<file path="config.mk">
export PLATFORM = sky130hd
export DESIGN_NAME = hic_homing
export DESIGN_NICKNAME = d
export VERILOG_FILES = /design/src/hdl/hic_pkg.sv /design/src/hdl/hic_homing.sv
export VERILOG_INCLUDE_DIRS = /design/src /design/src/hdl
export SDC_FILE = /design/constraint.sdc
export NUM_CORES = 1
export LEC_CHECK = 0
export ABC_AREA = 1
export BUFFER_PORTS_ARGS = -buffer_cell sky130_fd_sc_hd__buf_4
export CORE_MARGIN = 3
export CORE_UTILIZATION = 55
export CTS_BUF_LIST = sky130_fd_sc_hd__clkbuf_8 sky130_fd_sc_hd__clkbuf_16
export CTS_CLUSTER_SIZE = 8
export DETAILED_ROUTE_END_ITERATION = 6
export HOLD_SLACK_MARGIN = 0.12
export PLACE_DENSITY = 0.77
export SYNTH_ARGS = -nofsm -noshare
export SYNTH_HDL_FRONTEND = slang
export SYNTH_SLANG_ARGS = --single-unit
</file>
<file path="constraint.sdc">
create_clock -name core_clk -period 2.2 [get_ports core_clk]
set_clock_uncertainty 0.15 [all_clocks]
set_input_delay 0.22 -clock core_clk [delete_from_list [all_inputs] [get_ports core_clk]]
set_output_delay 0.22 -clock core_clk [all_outputs]
set_load 0.05 [all_outputs]
</file>
<file path="src/hdl/hic_defs.svh">
`ifndef HIC_DEFS_SVH
`define HIC_DEFS_SVH

// ==========================================================
// field positions of the selective clear argument
`define HIC_CLR_POS_BIT   0
`define HIC_CLR_UOUT_BIT  1

// ==========================================================
// argument values and widths
`define HIC_ARG_W         4
`define HIC_ARG_MIN       4'h1
`define HIC_ARG_MAX       4'h3

// ==========================================================
// step timing
`define HIC_PERIOD_W      16
`define HIC_TIMER_RST     16'h0000

// ==========================================================
// reset values of the filtered pins (1 = switch open)
`define HIC_SWITCH_RST    1'b1
`define HIC_STRAP_RST     1'b0
`define HIC_SYNC_RST      3'h7
`define HIC_STRAP_SYNC_RST 3'h0

`endif

</file>
<file path="src/hdl/hic_pkg.sv">
`include "hic_defs.svh"

package hic_pkg;

	// ==========================================================
	// homing phases
	typedef enum logic [1:0] {
		HIC_IDLE      = 2'b00,
		HIC_SEEK_EOT  = 2'b01,
		HIC_SEEK_HOME = 2'b10
	} hic_phase_type;

	// ==========================================================
	// one command as delivered by the parser
	typedef struct packed {
		logic                   is_home;   // 1 = home search, 0 = selective clear
		logic                   has_dir;   // direction argument present
		logic                   dir_neg;   // 1 = counterclockwise
		logic [`HIC_ARG_W-1:0]  clear_arg; // selective clear argument
	} hic_cmd_type;

	// ==========================================================
	// clear pulses handed to the rest of the controller
	typedef struct packed {
		logic pos;   // position counter
		logic prog;  // program in working memory
		logic uout;  // user outputs
	} hic_clear_type;

	// ==========================================================
	// whole state of the block
	typedef struct packed {
		hic_phase_type              phase;
		logic                       dir;
		logic [`HIC_PERIOD_W-1:0]   timer;
		logic                       step;
		hic_clear_type              clr;
		logic                       done;
		logic [2:0]                 eot_sync;
		logic [2:0]                 home_sync;
		logic [2:0]                 strap_sync;
		logic                       eot_f;
		logic                       home_f;
		logic                       strap_f;
	} hic_regs_type;

endpackage : hic_pkg

</file>
<file path="src/hdl/hic_homing.sv">
// Behaviour
// - home command takes optional search direction
// - missing direction acts as positive direction
// - step at start-stop speed until end-of-travel low
// - then reverse and step until home low
// - base variant clears position and program
// - extended variant clears position, keeps program
// - automatic home after program recall at power-up
// - power-up direction from receive pin strap
// - home command executes immediately on receipt
// - argument clears position, outputs, or both

`include "hic_defs.svh"

module hic_homing
	import hic_pkg::*;
#(
	parameter bit EXTENDED = 1'b0 // 1 keeps the program after homing
) (
	// clock, reset, enable
	input  wire logic                     core_clk,
	input  wire logic                     reset_n,
	input  wire logic                     clk_en,
	// command from parser
	input  wire logic                     cmd_valid,
	output logic                          cmd_ready,
	input  wire hic_cmd_type              cmd,
	// program recall and speed
	input  wire logic                     recall_done,
	input  wire logic [`HIC_PERIOD_W-1:0] start_stop_period,
	// pins from the machine
	input  wire logic                     eot_pin_n,
	input  wire logic                     home_pin_n,
	input  wire logic                     rxd_pin,
	// motor drive
	output logic                          step_pulse,
	output logic                          step_dir,
	// clear pulses and status
	output hic_clear_type                 clear_pulse,
	output logic                          home_busy,
	output logic                          home_done
);

	hic_regs_type q;
	hic_regs_type d;
	logic         cmd_fire;
	logic         auto_start;
	logic         seeking;

	// reload value of the step timer, zero treated as one cycle
	function automatic logic [`HIC_PERIOD_W-1:0] reload(input logic [`HIC_PERIOD_W-1:0] p);
		reload = (p == `HIC_TIMER_RST) ? `HIC_TIMER_RST : p - 1'b1;
	endfunction

	// argument inside the documented range
	function automatic logic arg_ok(input logic [`HIC_ARG_W-1:0] a);
		arg_ok = (a >= `HIC_ARG_MIN) && (a <= `HIC_ARG_MAX);
	endfunction

	// ==========================================================
	// handshake
	assign auto_start = recall_done && (q.phase == HIC_IDLE);
	assign cmd_ready  = clk_en && (q.phase == HIC_IDLE) && !recall_done; // no take while frozen
	assign cmd_fire   = cmd_valid && cmd_ready;
	assign seeking    = (q.phase == HIC_SEEK_EOT) || (q.phase == HIC_SEEK_HOME);

	// ==========================================================
	// next state
	always_comb begin
		d          = q;
		d.step     = 1'b0;
		d.clr      = '0;
		d.done     = 1'b0;

		// pin filters: first stage feeds only the second
		d.eot_sync   = {q.eot_sync[1:0], eot_pin_n};
		d.home_sync  = {q.home_sync[1:0], home_pin_n};
		d.strap_sync = {q.strap_sync[1:0], rxd_pin};
		if (q.eot_sync[1] == q.eot_sync[2]) begin
			d.eot_f = q.eot_sync[2];
		end
		if (q.home_sync[1] == q.home_sync[2]) begin
			d.home_f = q.home_sync[2];
		end
		if (q.strap_sync[1] == q.strap_sync[2]) begin
			d.strap_f = q.strap_sync[2];
		end

		unique case (q.phase)
			HIC_IDLE: begin
				if (auto_start) begin
					d.phase = HIC_SEEK_EOT;
					d.dir   = q.strap_f;
					d.timer = reload(start_stop_period);
				end else if (cmd_fire && cmd.is_home) begin
					d.phase = HIC_SEEK_EOT;
					d.dir   = cmd.has_dir && cmd.dir_neg;
					d.timer = reload(start_stop_period);
				end else if (cmd_fire && arg_ok(cmd.clear_arg)) begin
					d.clr.pos  = cmd.clear_arg[`HIC_CLR_POS_BIT];
					d.clr.uout = cmd.clear_arg[`HIC_CLR_UOUT_BIT];
				end
				// out-of-range clear arguments fall through untouched
			end
			HIC_SEEK_EOT: begin
				if (!q.eot_f) begin
					d.phase = HIC_SEEK_HOME;
					d.dir   = !q.dir;
					d.timer = reload(start_stop_period);
				end else if (q.timer == `HIC_TIMER_RST) begin
					d.step  = 1'b1;
					d.timer = reload(start_stop_period);
				end else begin
					d.timer = q.timer - 1'b1;
				end
			end
			HIC_SEEK_HOME: begin
				// with the switches tied, home reads low here at once
				if (!q.home_f) begin
					d.phase    = HIC_IDLE;
					d.done     = 1'b1;
					d.clr.pos  = 1'b1;
					d.clr.prog = !EXTENDED;
				end else if (q.timer == `HIC_TIMER_RST) begin
					d.step  = 1'b1;
					d.timer = reload(start_stop_period);
				end else begin
					d.timer = q.timer - 1'b1;
				end
			end
			default: begin
				d.phase = HIC_IDLE;
			end
		endcase
	end

	// ==========================================================
	// state register, frozen while the enable is low
	always_ff @(posedge core_clk or negedge reset_n) begin
		if (!reset_n) begin
			q            <= '0;
			q.phase      <= HIC_IDLE;
			q.eot_sync   <= `HIC_SYNC_RST;
			q.home_sync  <= `HIC_SYNC_RST;
			q.strap_sync <= `HIC_STRAP_SYNC_RST;
			q.eot_f      <= `HIC_SWITCH_RST;
			q.home_f     <= `HIC_SWITCH_RST;
			q.strap_f    <= `HIC_STRAP_RST;
		end else if (clk_en) begin
			q <= d;
		end
	end

	// ==========================================================
	// outputs
	assign step_pulse  = q.step;
	assign step_dir    = q.dir;
	assign clear_pulse = q.clr;
	assign home_busy   = seeking;
	assign home_done   = q.done;

	// ==========================================================
	// checks
	home_dir_a : assert property (
		@(posedge core_clk) disable iff (!reset_n)
		clk_en && cmd_fire && cmd.is_home && cmd.has_dir
		|=> q.dir == $past(cmd.dir_neg)
	) else $error("home direction argument not taken");

	default_dir_a : assert property (
		@(posedge core_clk) disable iff (!reset_n)
		clk_en && cmd_fire && cmd.is_home && !cmd.has_dir
		|=> q.phase == HIC_SEEK_EOT && !q.dir
	) else $error("home without argument not positive");

	step_rate_a : assert property (
		@(posedge core_clk) disable iff (!reset_n)
		clk_en && q.phase == HIC_SEEK_EOT && q.eot_f && q.timer == `HIC_TIMER_RST
		|=> step_pulse && q.timer == reload($past(start_stop_period))
	) else $error("step not issued at start-stop period");

	eot_reverse_a : assert property (
		@(posedge core_clk) disable iff (!reset_n)
		clk_en && q.phase == HIC_SEEK_EOT && !q.eot_f
		|=> q.phase == HIC_SEEK_HOME && q.dir != $past(q.dir) && !step_pulse
	) else $error("no reversal at end of travel");

	base_clear_a : assert property (
		@(posedge core_clk) disable iff (!reset_n)
		!EXTENDED && clk_en && q.phase == HIC_SEEK_HOME && !q.home_f
		|=> clear_pulse.pos && clear_pulse.prog && home_done && q.phase == HIC_IDLE
	) else $error("homing end did not clear counter and program");

	ext_keep_a : assert property (
		@(posedge core_clk) disable iff (!reset_n)
		EXTENDED && clk_en && q.phase == HIC_SEEK_HOME && !q.home_f
		|=> clear_pulse.pos && !clear_pulse.prog && home_done
	) else $error("extended homing end cleared program");

	auto_home_a : assert property (
		@(posedge core_clk) disable iff (!reset_n)
		clk_en && recall_done && q.phase == HIC_IDLE
		|=> home_busy && !$past(cmd_ready)
	) else $error("no automatic home after recall");

	strap_dir_a : assert property (
		@(posedge core_clk) disable iff (!reset_n)
		clk_en && auto_start
		|=> step_dir == $past(q.strap_f)
	) else $error("power-up direction does not follow strap");

	immediate_a : assert property (
		@(posedge core_clk) disable iff (!reset_n)
		clk_en && cmd_fire && cmd.is_home
		|=> q.phase == HIC_SEEK_EOT
	) else $error("home not started at once");

	clear_sel_a : assert property (
		@(posedge core_clk) disable iff (!reset_n)
		clk_en && cmd_fire && !cmd.is_home && arg_ok(cmd.clear_arg)
		|=> clear_pulse.pos == $past(cmd.clear_arg[0]) && clear_pulse.uout == $past(cmd.clear_arg[1])
		&& !clear_pulse.prog
	) else $error("selective clear mismatch");

	clear_ignore_a : assert property (
		@(posedge core_clk) disable iff (!reset_n)
		clk_en && cmd_fire && !cmd.is_home && !arg_ok(cmd.clear_arg)
		|=> clear_pulse == '0 && q.phase == HIC_IDLE
	) else $error("out-of-range clear acted");

endmodule // hic_homing

</file>
## Word-level counts from Yosys, hierarchy flattened

Index checks and enable logic that the tools add are counted.

| operators by class | value |
|---|---|
| divide/modulo/power cells | 0 |
| add/subtract/negate cells | 2 |
| multiplexer cells | 26 |
| shift-type cells | 0 |
| multiply operators | 0 |
| equal/unequal tests | 9 |
| bitwise logic cells | 0 |
| reductions and logical operators | 22 |
| order comparisons | 2 |

Operator list:

| kind | number |
|---|---|
| 16-bit 2-to-1 mux | 3 |
| 16-bit one-hot mux with 3 select lines | 1 |
| 19-bit 2-to-1 mux | 2 |
| 16-bit zero test | 2 |
| 16-bit by 1-bit subtractor with 16-bit output, second input constant | 2 |
| 17-bit 2-to-1 mux | 1 |
| 1-bit 2-to-1 mux | 12 |
| 4-bit AND reduction | 3 |
| 1-bit logical AND | 8 |
| 2-bit inequality test, second input constant | 3 |
| 1-bit one-hot mux with 2 select lines | 3 |
| 2-bit one-hot mux with 3 select lines | 1 |
| 2-bit AND reduction | 3 |
| 4-bit by 1-bit >= comparator with 1-bit output, second input constant | 1 |
| 4-bit by 2-bit less-or-equal comparator with 1-bit output, second input constant | 1 |
| 2-bit 2-to-1 mux | 2 |
| 1-bit equality test | 3 |
| 3-bit 2-to-1 mux | 1 |
| 3-bit by 2-bit inequality test with 1-bit output, second input constant | 1 |
| 3-bit nonzero test | 1 |
| 2-bit by 1-bit equality test with 1-bit output, second input constant | 1 |
| 2-bit equality test, second input constant | 1 |
| 1-bit zero test | 2 |
| 2-bit zero test | 1 |
| other kinds (2) | 2 |

| word-level totals | value |
|---|---|
| output and inout bits | 8 |
| bits in read-only memories | 0 |
| bits in latches | 0 |
| memories | 0 |
| bits in registers | 36 |
| bits in writable memories | 0 |

## Depth between registers and ports, before layout

Gate-level depths: netlist of run 1.

| depth | value |
|---|---|
| word-level depth | 9 |
| mapped depth | 13 |
| gate-level depth less buffers | 12 |

## Worst setup path before layout of run 1

No wires, ideal clock.

| path | value |
|---|---|
| kind | register to output |
| start point | reg q[34] (netlist bit) |
| end point | out cmd_ready |
| data arrival time | 1882 ps |
| data required time | 1830 ps |
| path buffers | 0 |
| slack | -52 ps |
| stages on the path, launching flop included | 5 |
| path through | dfrtp_1 -> inv_1 -> ha_1 -> inv_1 -> nor3_1 |

| between the ends | value |
|---|---|
| longest elaborated chain between the ends | 3 |

Ends and longest elaborated chain:

| item | line | source |
|---|---|---|
| from (decl) | hic_homing.sv:44 | `hic_regs_type q;` |
| 2-bit zero test | hic_homing.sv:63 | `assign cmd_ready = clk_en && (q.phase == HIC_IDLE) && !recall_done;` |
| 1-bit logical AND (2 in a row) | hic_homing.sv:63 |  |
| to (decl) | hic_homing.sv:26 | `output logic cmd_ready,` |

Every way passes these cells.

==> run summary, run 1 <==
- **top cells by area, synth** dfrtp_1, nand2_1, inv_1
- **critical path's slowest cell** dlygate4sd3_1
- **share of cells above drive strength 1** 0.175
- **top cell family by delay on the critical path** buffers and inverters
- **cell area after synthesis** 2920 um2
- **critical path data required time** 2.29 ns
- **highest fanout seen on the critical path** 15
- **antenna violations before repair** 0
- **Post-Syn Nets** 493
- **Root Buffer** clkbuf_8
- **weighted congestion reported at the end of routability-driven placement** 0.873
- **Largest stage delay, worst path** 0.59 ns
- **TritonCTS clock tree** done
- **critical path data arrival time** 2.23 ns
- **pin count of the biggest net entering global routing** 36
- **number of enable-type register cells in the synthesized netlist** 0
- **proportion of synthesized flip-flops having asynchronous set or reset** 1.00
- **number of endpoints failing setup at the final stage** 0
- **initial standard-cell utilization of the core** 0.594
- **floorplan die area** 6220 um2
- **standard-cell rows** 25
- **post-synthesis average cell area** 6.40 um2
- **clock transition at the registers of the reported paths** 0.08 ns
- **total length of routed wires** 7280 um
- **library cell with the largest summed area after synthesis** dfrtp_1
- **Crit Path Category** input pin to flip-flop
- **cell repeated most along the worst path** dlygate4sd3_1
- **result of the run** finished, final reports clean
- **Hold Vio Cnt, Final** 0
- **reported leakage power** 1.81 nW
- **Vias/cell** 5.14
- **max-cap check violation count** 0
- **area of the core** 4910 um2
- **Gate Count Post-Synth** 456
- **remaining routing DRC violations** 0
- **number of H-tree branching levels** 2
- **critical path capture point type** flip-flop
- **largest voltage drop on the vdd net** 0.605 mV
- **maximum clock insertion buffer count** 2
- **Layout Nets** 546
- **utilization after layout** 0.717
- **total power divided by cell area** 1030 nW/um2
- **leading cell type by number of instances after synthesis** nand2_1
- **antenna fix cells** 0
- **area growth from synthesis to layout** 20.7%
- **number of primary I/O pins** 39
- **global-route wire length before repair** 12600 um
- **internal portion of total power** 1.83 mW
- **Post-DP HPWL** 5200 um
- **Die Y-Extent** 78.9 um
- **number of vias after detailed routing** 2966
- **iteration-0 DRC count of the detailed router** 126
- **switching part of the total** 0.497
- **combined buffer and inverter count along the critical path** 4
- **total number of yosys warnings** 0
- **Switch Pwr** 1.81 mW
- **Worst-Skew Late Latency** 0.30 ns
- **HP Class** input pin to flip-flop
- **element type at the critical path start** input pin
- **highest clock rate** 0.467 GHz
- **vias in the first global route** 2888
- **count of state elements after synthesis** 35
- **Tightest Pin Transition** 0.450 ns
- **relative contribution of the clock network to total power** 0.133
- **Combinational Power Share** 0.565
- **pins over their slew limit** 0
- **number of clock buffers inserted by TritonCTS** 5
- **width of the chip** 78.9 um
- **WL per Instance** 12.6 um
- **final worst-path cycle share** 0.973
- **Netlist cell types** 36
- **register share of total power** 0.303
- **number of optimization iterations in the first detailed-route pass** 4
- **Yosys top cell area share** 0.231
- **worst-path cell chain** dlygate4sd3_1, buf_6, nand2_1, dlygate4sd3_1, o21ai_0, dlygate4sd3_1
- **Tmin final** 2.14 ns
- **overall track demand over capacity in global routing** 0.253
- **Port Buf Inserts** 38
- **Total Neg Setup Slack** 0 ns
- **number of clock sinks seen by CTS** 35
- **sequential fraction of the synthesis area** 0.303
- **synth cell count leaders** nand2_1, inv_1, nor2_1
- **total gr overflow** 0
- **Relative slew margins** 0.700
- **post-route antenna net violation count** 0
- **dominant register cell in the synthesized netlist** dfrtp_1
-- sequential cells by signal, summed over array words and instances (netlist names) --
| name | flops |
|---|---|
| clear_pulse | 3 |
| q | 24 |
| d | 6 |
| step_dir | 1 |
| step_pulse | 1 |
-- per-stage QoR --
| stage | cells | area, um2 | total power [mW] | hold WS (ns) | setup slack (ns) |
|---|---|---|---|---|---|
| after floorplan | 456 | 2920 | 2.64 | -0.226 | 0.276 |
| after global placement | 552 | 3230 | 3.04 | 0.0483 | 0.235 |
| after detailed placement | 552 | 3230 | 3.09 | 0.0544 | 0.130 |
| after CTS | 577 | 3480 | 3.63 | 0.185 | 0.0156 |
| after global routing | 577 | 3520 | 3.96 | 0.235 | -0.00870 |
| final | 577 | 3520 | 3.64 | 0.217 | 0.0597 |
-- final cells by class --
cell class | instances | area, um2
Fill cell | 429 | 1390
Tap cell | 67 | 83.8
Inverter | 74 | 283
Timing Repair Buffer | 59 | 487
Multi-Input combinational cell | 334 | 1700
Clock buffer | 5 | 68.8
Sequential cell | 35 | 886
Clock inverter | 3 | 20.0
-- cell usage in the layout, fill, tap and decap left out, drive strengths merged --
master       synthesis  layout
a21oi               38      38
a22oi                1       1
a32o                 1       1
and2                 1       1
buf                  9      43
clkbuf               4       5
clkinv               0       1
clkinvlp             0       2
dfrtp               27      27
dfstp                8       8
dlygate4sd3          0      16
ha                   6       6
inv                 74      74
nand2              139     139
nand3               28      28
nand3b               2       2
nand4                4       4
nor2                71      71
nor3                 4       4
nor4                 2       2
o211ai               1       1
o21ai               17      17
o21bai               2       2
o31ai                1       1
xnor2                6       6
xor2                10      10
-- power groups by stage --
stage               Sequential, mW  Clock [mW]  Combinational, mW
floorplan                     1.10           0               1.54
global placement              1.10           0               1.93
detailed placement            1.10           0               1.99
CTS                           1.09       0.502               2.03
global route                  1.13       0.527               2.30
finish                        1.10       0.483               2.06
-- tightest hold or removal path, stage by stage --
cell and delay, ns:
buf_4 0.11, nand4_2 0.10, nor4_1 0.06, nand3_1 0.07
a21oi_1 0.06
-- timing repair --
item,in CTS,in global routing
buffers inserted,0,1
gates resized for setup,0,10
hold buffers,17,0
setup endpoints to repair,0,18
hold endpoints to repair,45,0
-- path summary, 6_finish.rpt --
check	slack, ns	endpoint	from	cells past startpoint
min in group asynchronous	0.25	q[23]	reset_n	2
max in group asynchronous	1.29	q[8]	reset_n	2
worst max register to register	0.19	q[19]	q[35]	11
worst min register to register	0.33	q[11]	q[11]	2
worst max-delay path	0.06	d[10]	clk_en	6
worst min-delay path	0.22	clear_pulse[2]	cmd_valid	5
-- logic make-up after synthesis --
group | Yosys count | synth area share
fa+ha+maj | 6 | 0.0257
compound gates | 61 | 0.118
flops | 35 | 0.303
buf+inv | 87 | 0.129
xor+xnor | 16 | 0.0480
simple gates | 251 | 0.375
-- metal layers --
metal	GRT usage	routed length, um	vias to the layer above
met3	0.0431	373	9
met5	0	0	-
li1	-	-	1513
met4	0.0739	96	0
met2	0.434	3490	81
met1	0.328	3310	1363
No activity file was read; power rests on OpenSTA's default activity.
==> run 2, diff against run 1 <==
--- a/config.mk
+++ b/config.mk
@@ -6,15 +6,14 @@
 export SDC_FILE = /design/constraint.sdc
 export NUM_CORES = 1
 export LEC_CHECK = 0
-export ABC_AREA = 1
 export BUFFER_PORTS_ARGS = -buffer_cell sky130_fd_sc_hd__buf_4
 export CORE_MARGIN = 3
-export CORE_UTILIZATION = 55
+export CORE_UTILIZATION = 40
 export CTS_BUF_LIST = sky130_fd_sc_hd__clkbuf_8 sky130_fd_sc_hd__clkbuf_16
 export CTS_CLUSTER_SIZE = 8
 export DETAILED_ROUTE_END_ITERATION = 6
 export HOLD_SLACK_MARGIN = 0.12
-export PLACE_DENSITY = 0.77
+export RECOVER_POWER = 50
 export SYNTH_ARGS = -nofsm -noshare
 export SYNTH_HDL_FRONTEND = slang
 export SYNTH_SLANG_ARGS = --single-unit
==> run summary, run 2 <==
- **count of state elements after synthesis** 35
- **Tmin final** 2.11 ns
- **multiplexer area fraction after synthesis** 0.0350
- **Gate Count Post-Synth** 299
- **max-cap check violation count** 0
- **weighted congestion reported at the end of routability-driven placement** 0.935
- **Vias/cell** 5.51
- **Netlist cell types** 61
- **Die Y-Extent** 85.7 um
- **main combinational cell family by area after synthesis** simple AND/OR/NAND/NOR gates
- **simple-gate share of the synthesized area** 0.249
- **number of endpoints failing setup at the final stage** 0
- **pin count of the biggest net entering global routing** 36
- **standard-cell rows** 28
- **total number of yosys warnings** 0
- **area growth from synthesis to layout** 39.1%
- **Total Neg Setup Slack** 0 ns
- **flip-flop count of the largest register after layout** 24
- **synth cell count leaders** o21ai_0, nand2_1, dfrtp_1, nor2_1, a21oi_1
- **critical path data arrival time** 2.19 ns
- **final non-filler cell area** 3530 um2
- **number of primary I/O pins** 39
- **Port Buf Inserts** 38
- **Setup WS post-layout** 0.0936 ns
- **Placed Cells incl. Taps** 455
- **remaining routing DRC violations** 0
- **number of H-tree branching levels** 2
- **critical path data required time** 2.29 ns
- **overall track demand over capacity in global routing** 0.201
- **Filler Cells Inserted** 536
- **Adder-Cell Fraction of Synth Area** 0.0296
- **reported leakage power** 1.55 nW
- **top cells by area, synth** dfrtp_1, dfstp_2, o21ai_0
- **post-route antenna net violation count** 0
- **proportion of synthesized flip-flops having asynchronous set or reset** 1.00
- **vias in the first global route** 2406
- **area of the core** 6030 um2
- **Post-Synth XOR/XNOR Area** 0.0483
- **critical path capture point type** flip-flop
- **Crit Path Category** flip-flop to flip-flop
- **most common library cell in the layout ignoring fill and taps** buf_4
- **largest voltage drop on the vdd net** 1.10 mV
- **iteration-0 DRC count of the detailed router** 238
- **final cell count without fillers** 471
- **total length of routed wires** 7100 um
- **element type at the critical path start** flip-flop
- **pins over their slew limit** 0
- **initial standard-cell utilization of the core** 0.421
- **HP Class** input pin to flip-flop
- **number of clock buffers inserted by TritonCTS** 5
- **top library cells by usage in the layout, fill and taps aside** buf_4, o21ai_0, dfrtp_1, nand2_1, nor2_1
- **number of clock sinks seen by CTS** 35
- **global-route wire length before repair** 11800 um
- **highest clock rate** 0.475 GHz
- **Worst-Skew Late Latency** 0.29 ns
- **area fraction in compound gates after synthesis** 0.242
- **Relative slew margins** 0.397
- **register with the most flip-flops** q
- **antenna violations before repair** 0
- **library cell with the largest summed area after synthesis** dfrtp_1
- **total power divided by cell area** 1230 nW/um2
- **Layout Nets** 432
- **TritonCTS clock tree** done
- **final worst-path cycle share** 0.957
- **Post-DP HPWL** 5480 um
- **sequential fraction of the synthesis area** 0.349
- **Tightest Pin Transition** 0.905 ns
- **Hold Vio Cnt, Final** 0
- **clock transition at the registers of the reported paths** 0.08 ns
- **WL per Instance** 15.1 um
- **dominant register cell in the synthesized netlist** dfrtp_1
- **number of vias after detailed routing** 2595
- **result of the run** finished, final reports clean
- **cell area after placement** 3270 um2
- **Placement Setup Slack** -0.123 ns
- **maximum clock insertion buffer count** 2
- **antenna fix cells** 0
- **floorplan die area** 7340 um2
- **number of optimization iterations in the first detailed-route pass** 5
- **Yosys top cell area share** 0.266
- **number of enable-type register cells in the synthesized netlist** 0
- **leading cell type by number of instances after synthesis** o21ai_0
- **cell area after synthesis** 2540 um2
- **share of cells above drive strength 1** 0.366
- **highest fanout seen on the critical path** 5
- **total gr overflow** 0
- **width of the chip** 85.7 um
- **Root Buffer** clkbuf_8
- **Post-Syn Nets** 336
- **post-synthesis average cell area** 8.49 um2
[run 2: changes by cell type after synthesis, moves of 5 or more]
cell and change:
nor2_2 -5, inv_1 -56, nand2b_1 +6, mux2_2 +7, nor3_1 +6, nand2_1 -106, o21ai_0 +17, a21oi_1 -17
or3_1 +7, nand3_1 -22, nor4_1 +5, nor2_1 -36
[run 2: per-stage QoR]
stage          utilization  power [mW]  hold slack, ns
3_5_place_dp         0.542        3.56          0.0549
2_1_floorplan            -        2.49          -0.226
6_report             0.586        4.35           0.133
5_1_grt              0.586        4.68           0.149
4_1_cts              0.572        4.20           0.133
3_3_place_gp         0.542        3.56          0.0545
[run 2: routing by layer]
metal  track usage  vias up  routed length [um]
met5             0        -                   0
met4        0.0691        0                 138
met3        0.0423       14                 398
met2         0.287       78                3110
met1         0.299     1194                3460
li1              -     1309                   -
[run 2: logic make-up after synthesis]
family	after synthesis
and+or+nand+nor	114
xor gates and xnor gates	14
muxes	8
adders and majority gates	6
DFF	35
AOI/OAI and AO/OA	96
buffers and inverters	26
[run 2: final cells by class]
class                      count  area, um2  area share
tap                           75       93.8      0.0266
multi-input combinational    238       1610       0.457
inverter                      13       48.8      0.0138
clock buffer                   5       68.8      0.0195
clock inverter                 3       43.8      0.0124
timing repair buffer         102        778       0.220
sequential                    35        886       0.251
[run 2: where the power goes]
part	internal [mW]	leakage (nW)	switching (mW)	total, mW
clock	0.337	0.0581	0.251	0.588
sequential	0.859	0.428	0.171	1.03
combinational	1.24	1.06	1.49	2.73
[run 2: worst paths after layout]
path / cells after the start / from / slack [ns] / end
max reg2reg: 8 / q[34] / 0.09 / q[24]
max: 8 / q[34] / 0.09 / q[24]
min reg2reg: 2 / q[11] / 0.34 / q[2]
min: 3 / start_stop_period[0] / 0.13 / q[17]
max in group asynchronous: 2 / reset_n / 0.90 / q[20]
min in group asynchronous: 2 / reset_n / 0.44 / clear_pulse[0]
[run 2: worst max-delay path, stage by stage, from the launching register on]
cell	delay, ns
dfrtp_1	0.39
inv_1	0.11
ha_1	0.18
buf_4	0.12
nor3_2	0.05
or3_4	0.44
or3_1	0.36
a21oi_1	0.14
a221o_1	0.11
[run 2: repair_timing]
item,CTS,global route
buffers inserted,0,2
pin swaps,0,5
hold buffers,6,0
hold endpoints to repair,40,0
setup endpoints to repair,7,15
resized for setup,3,22
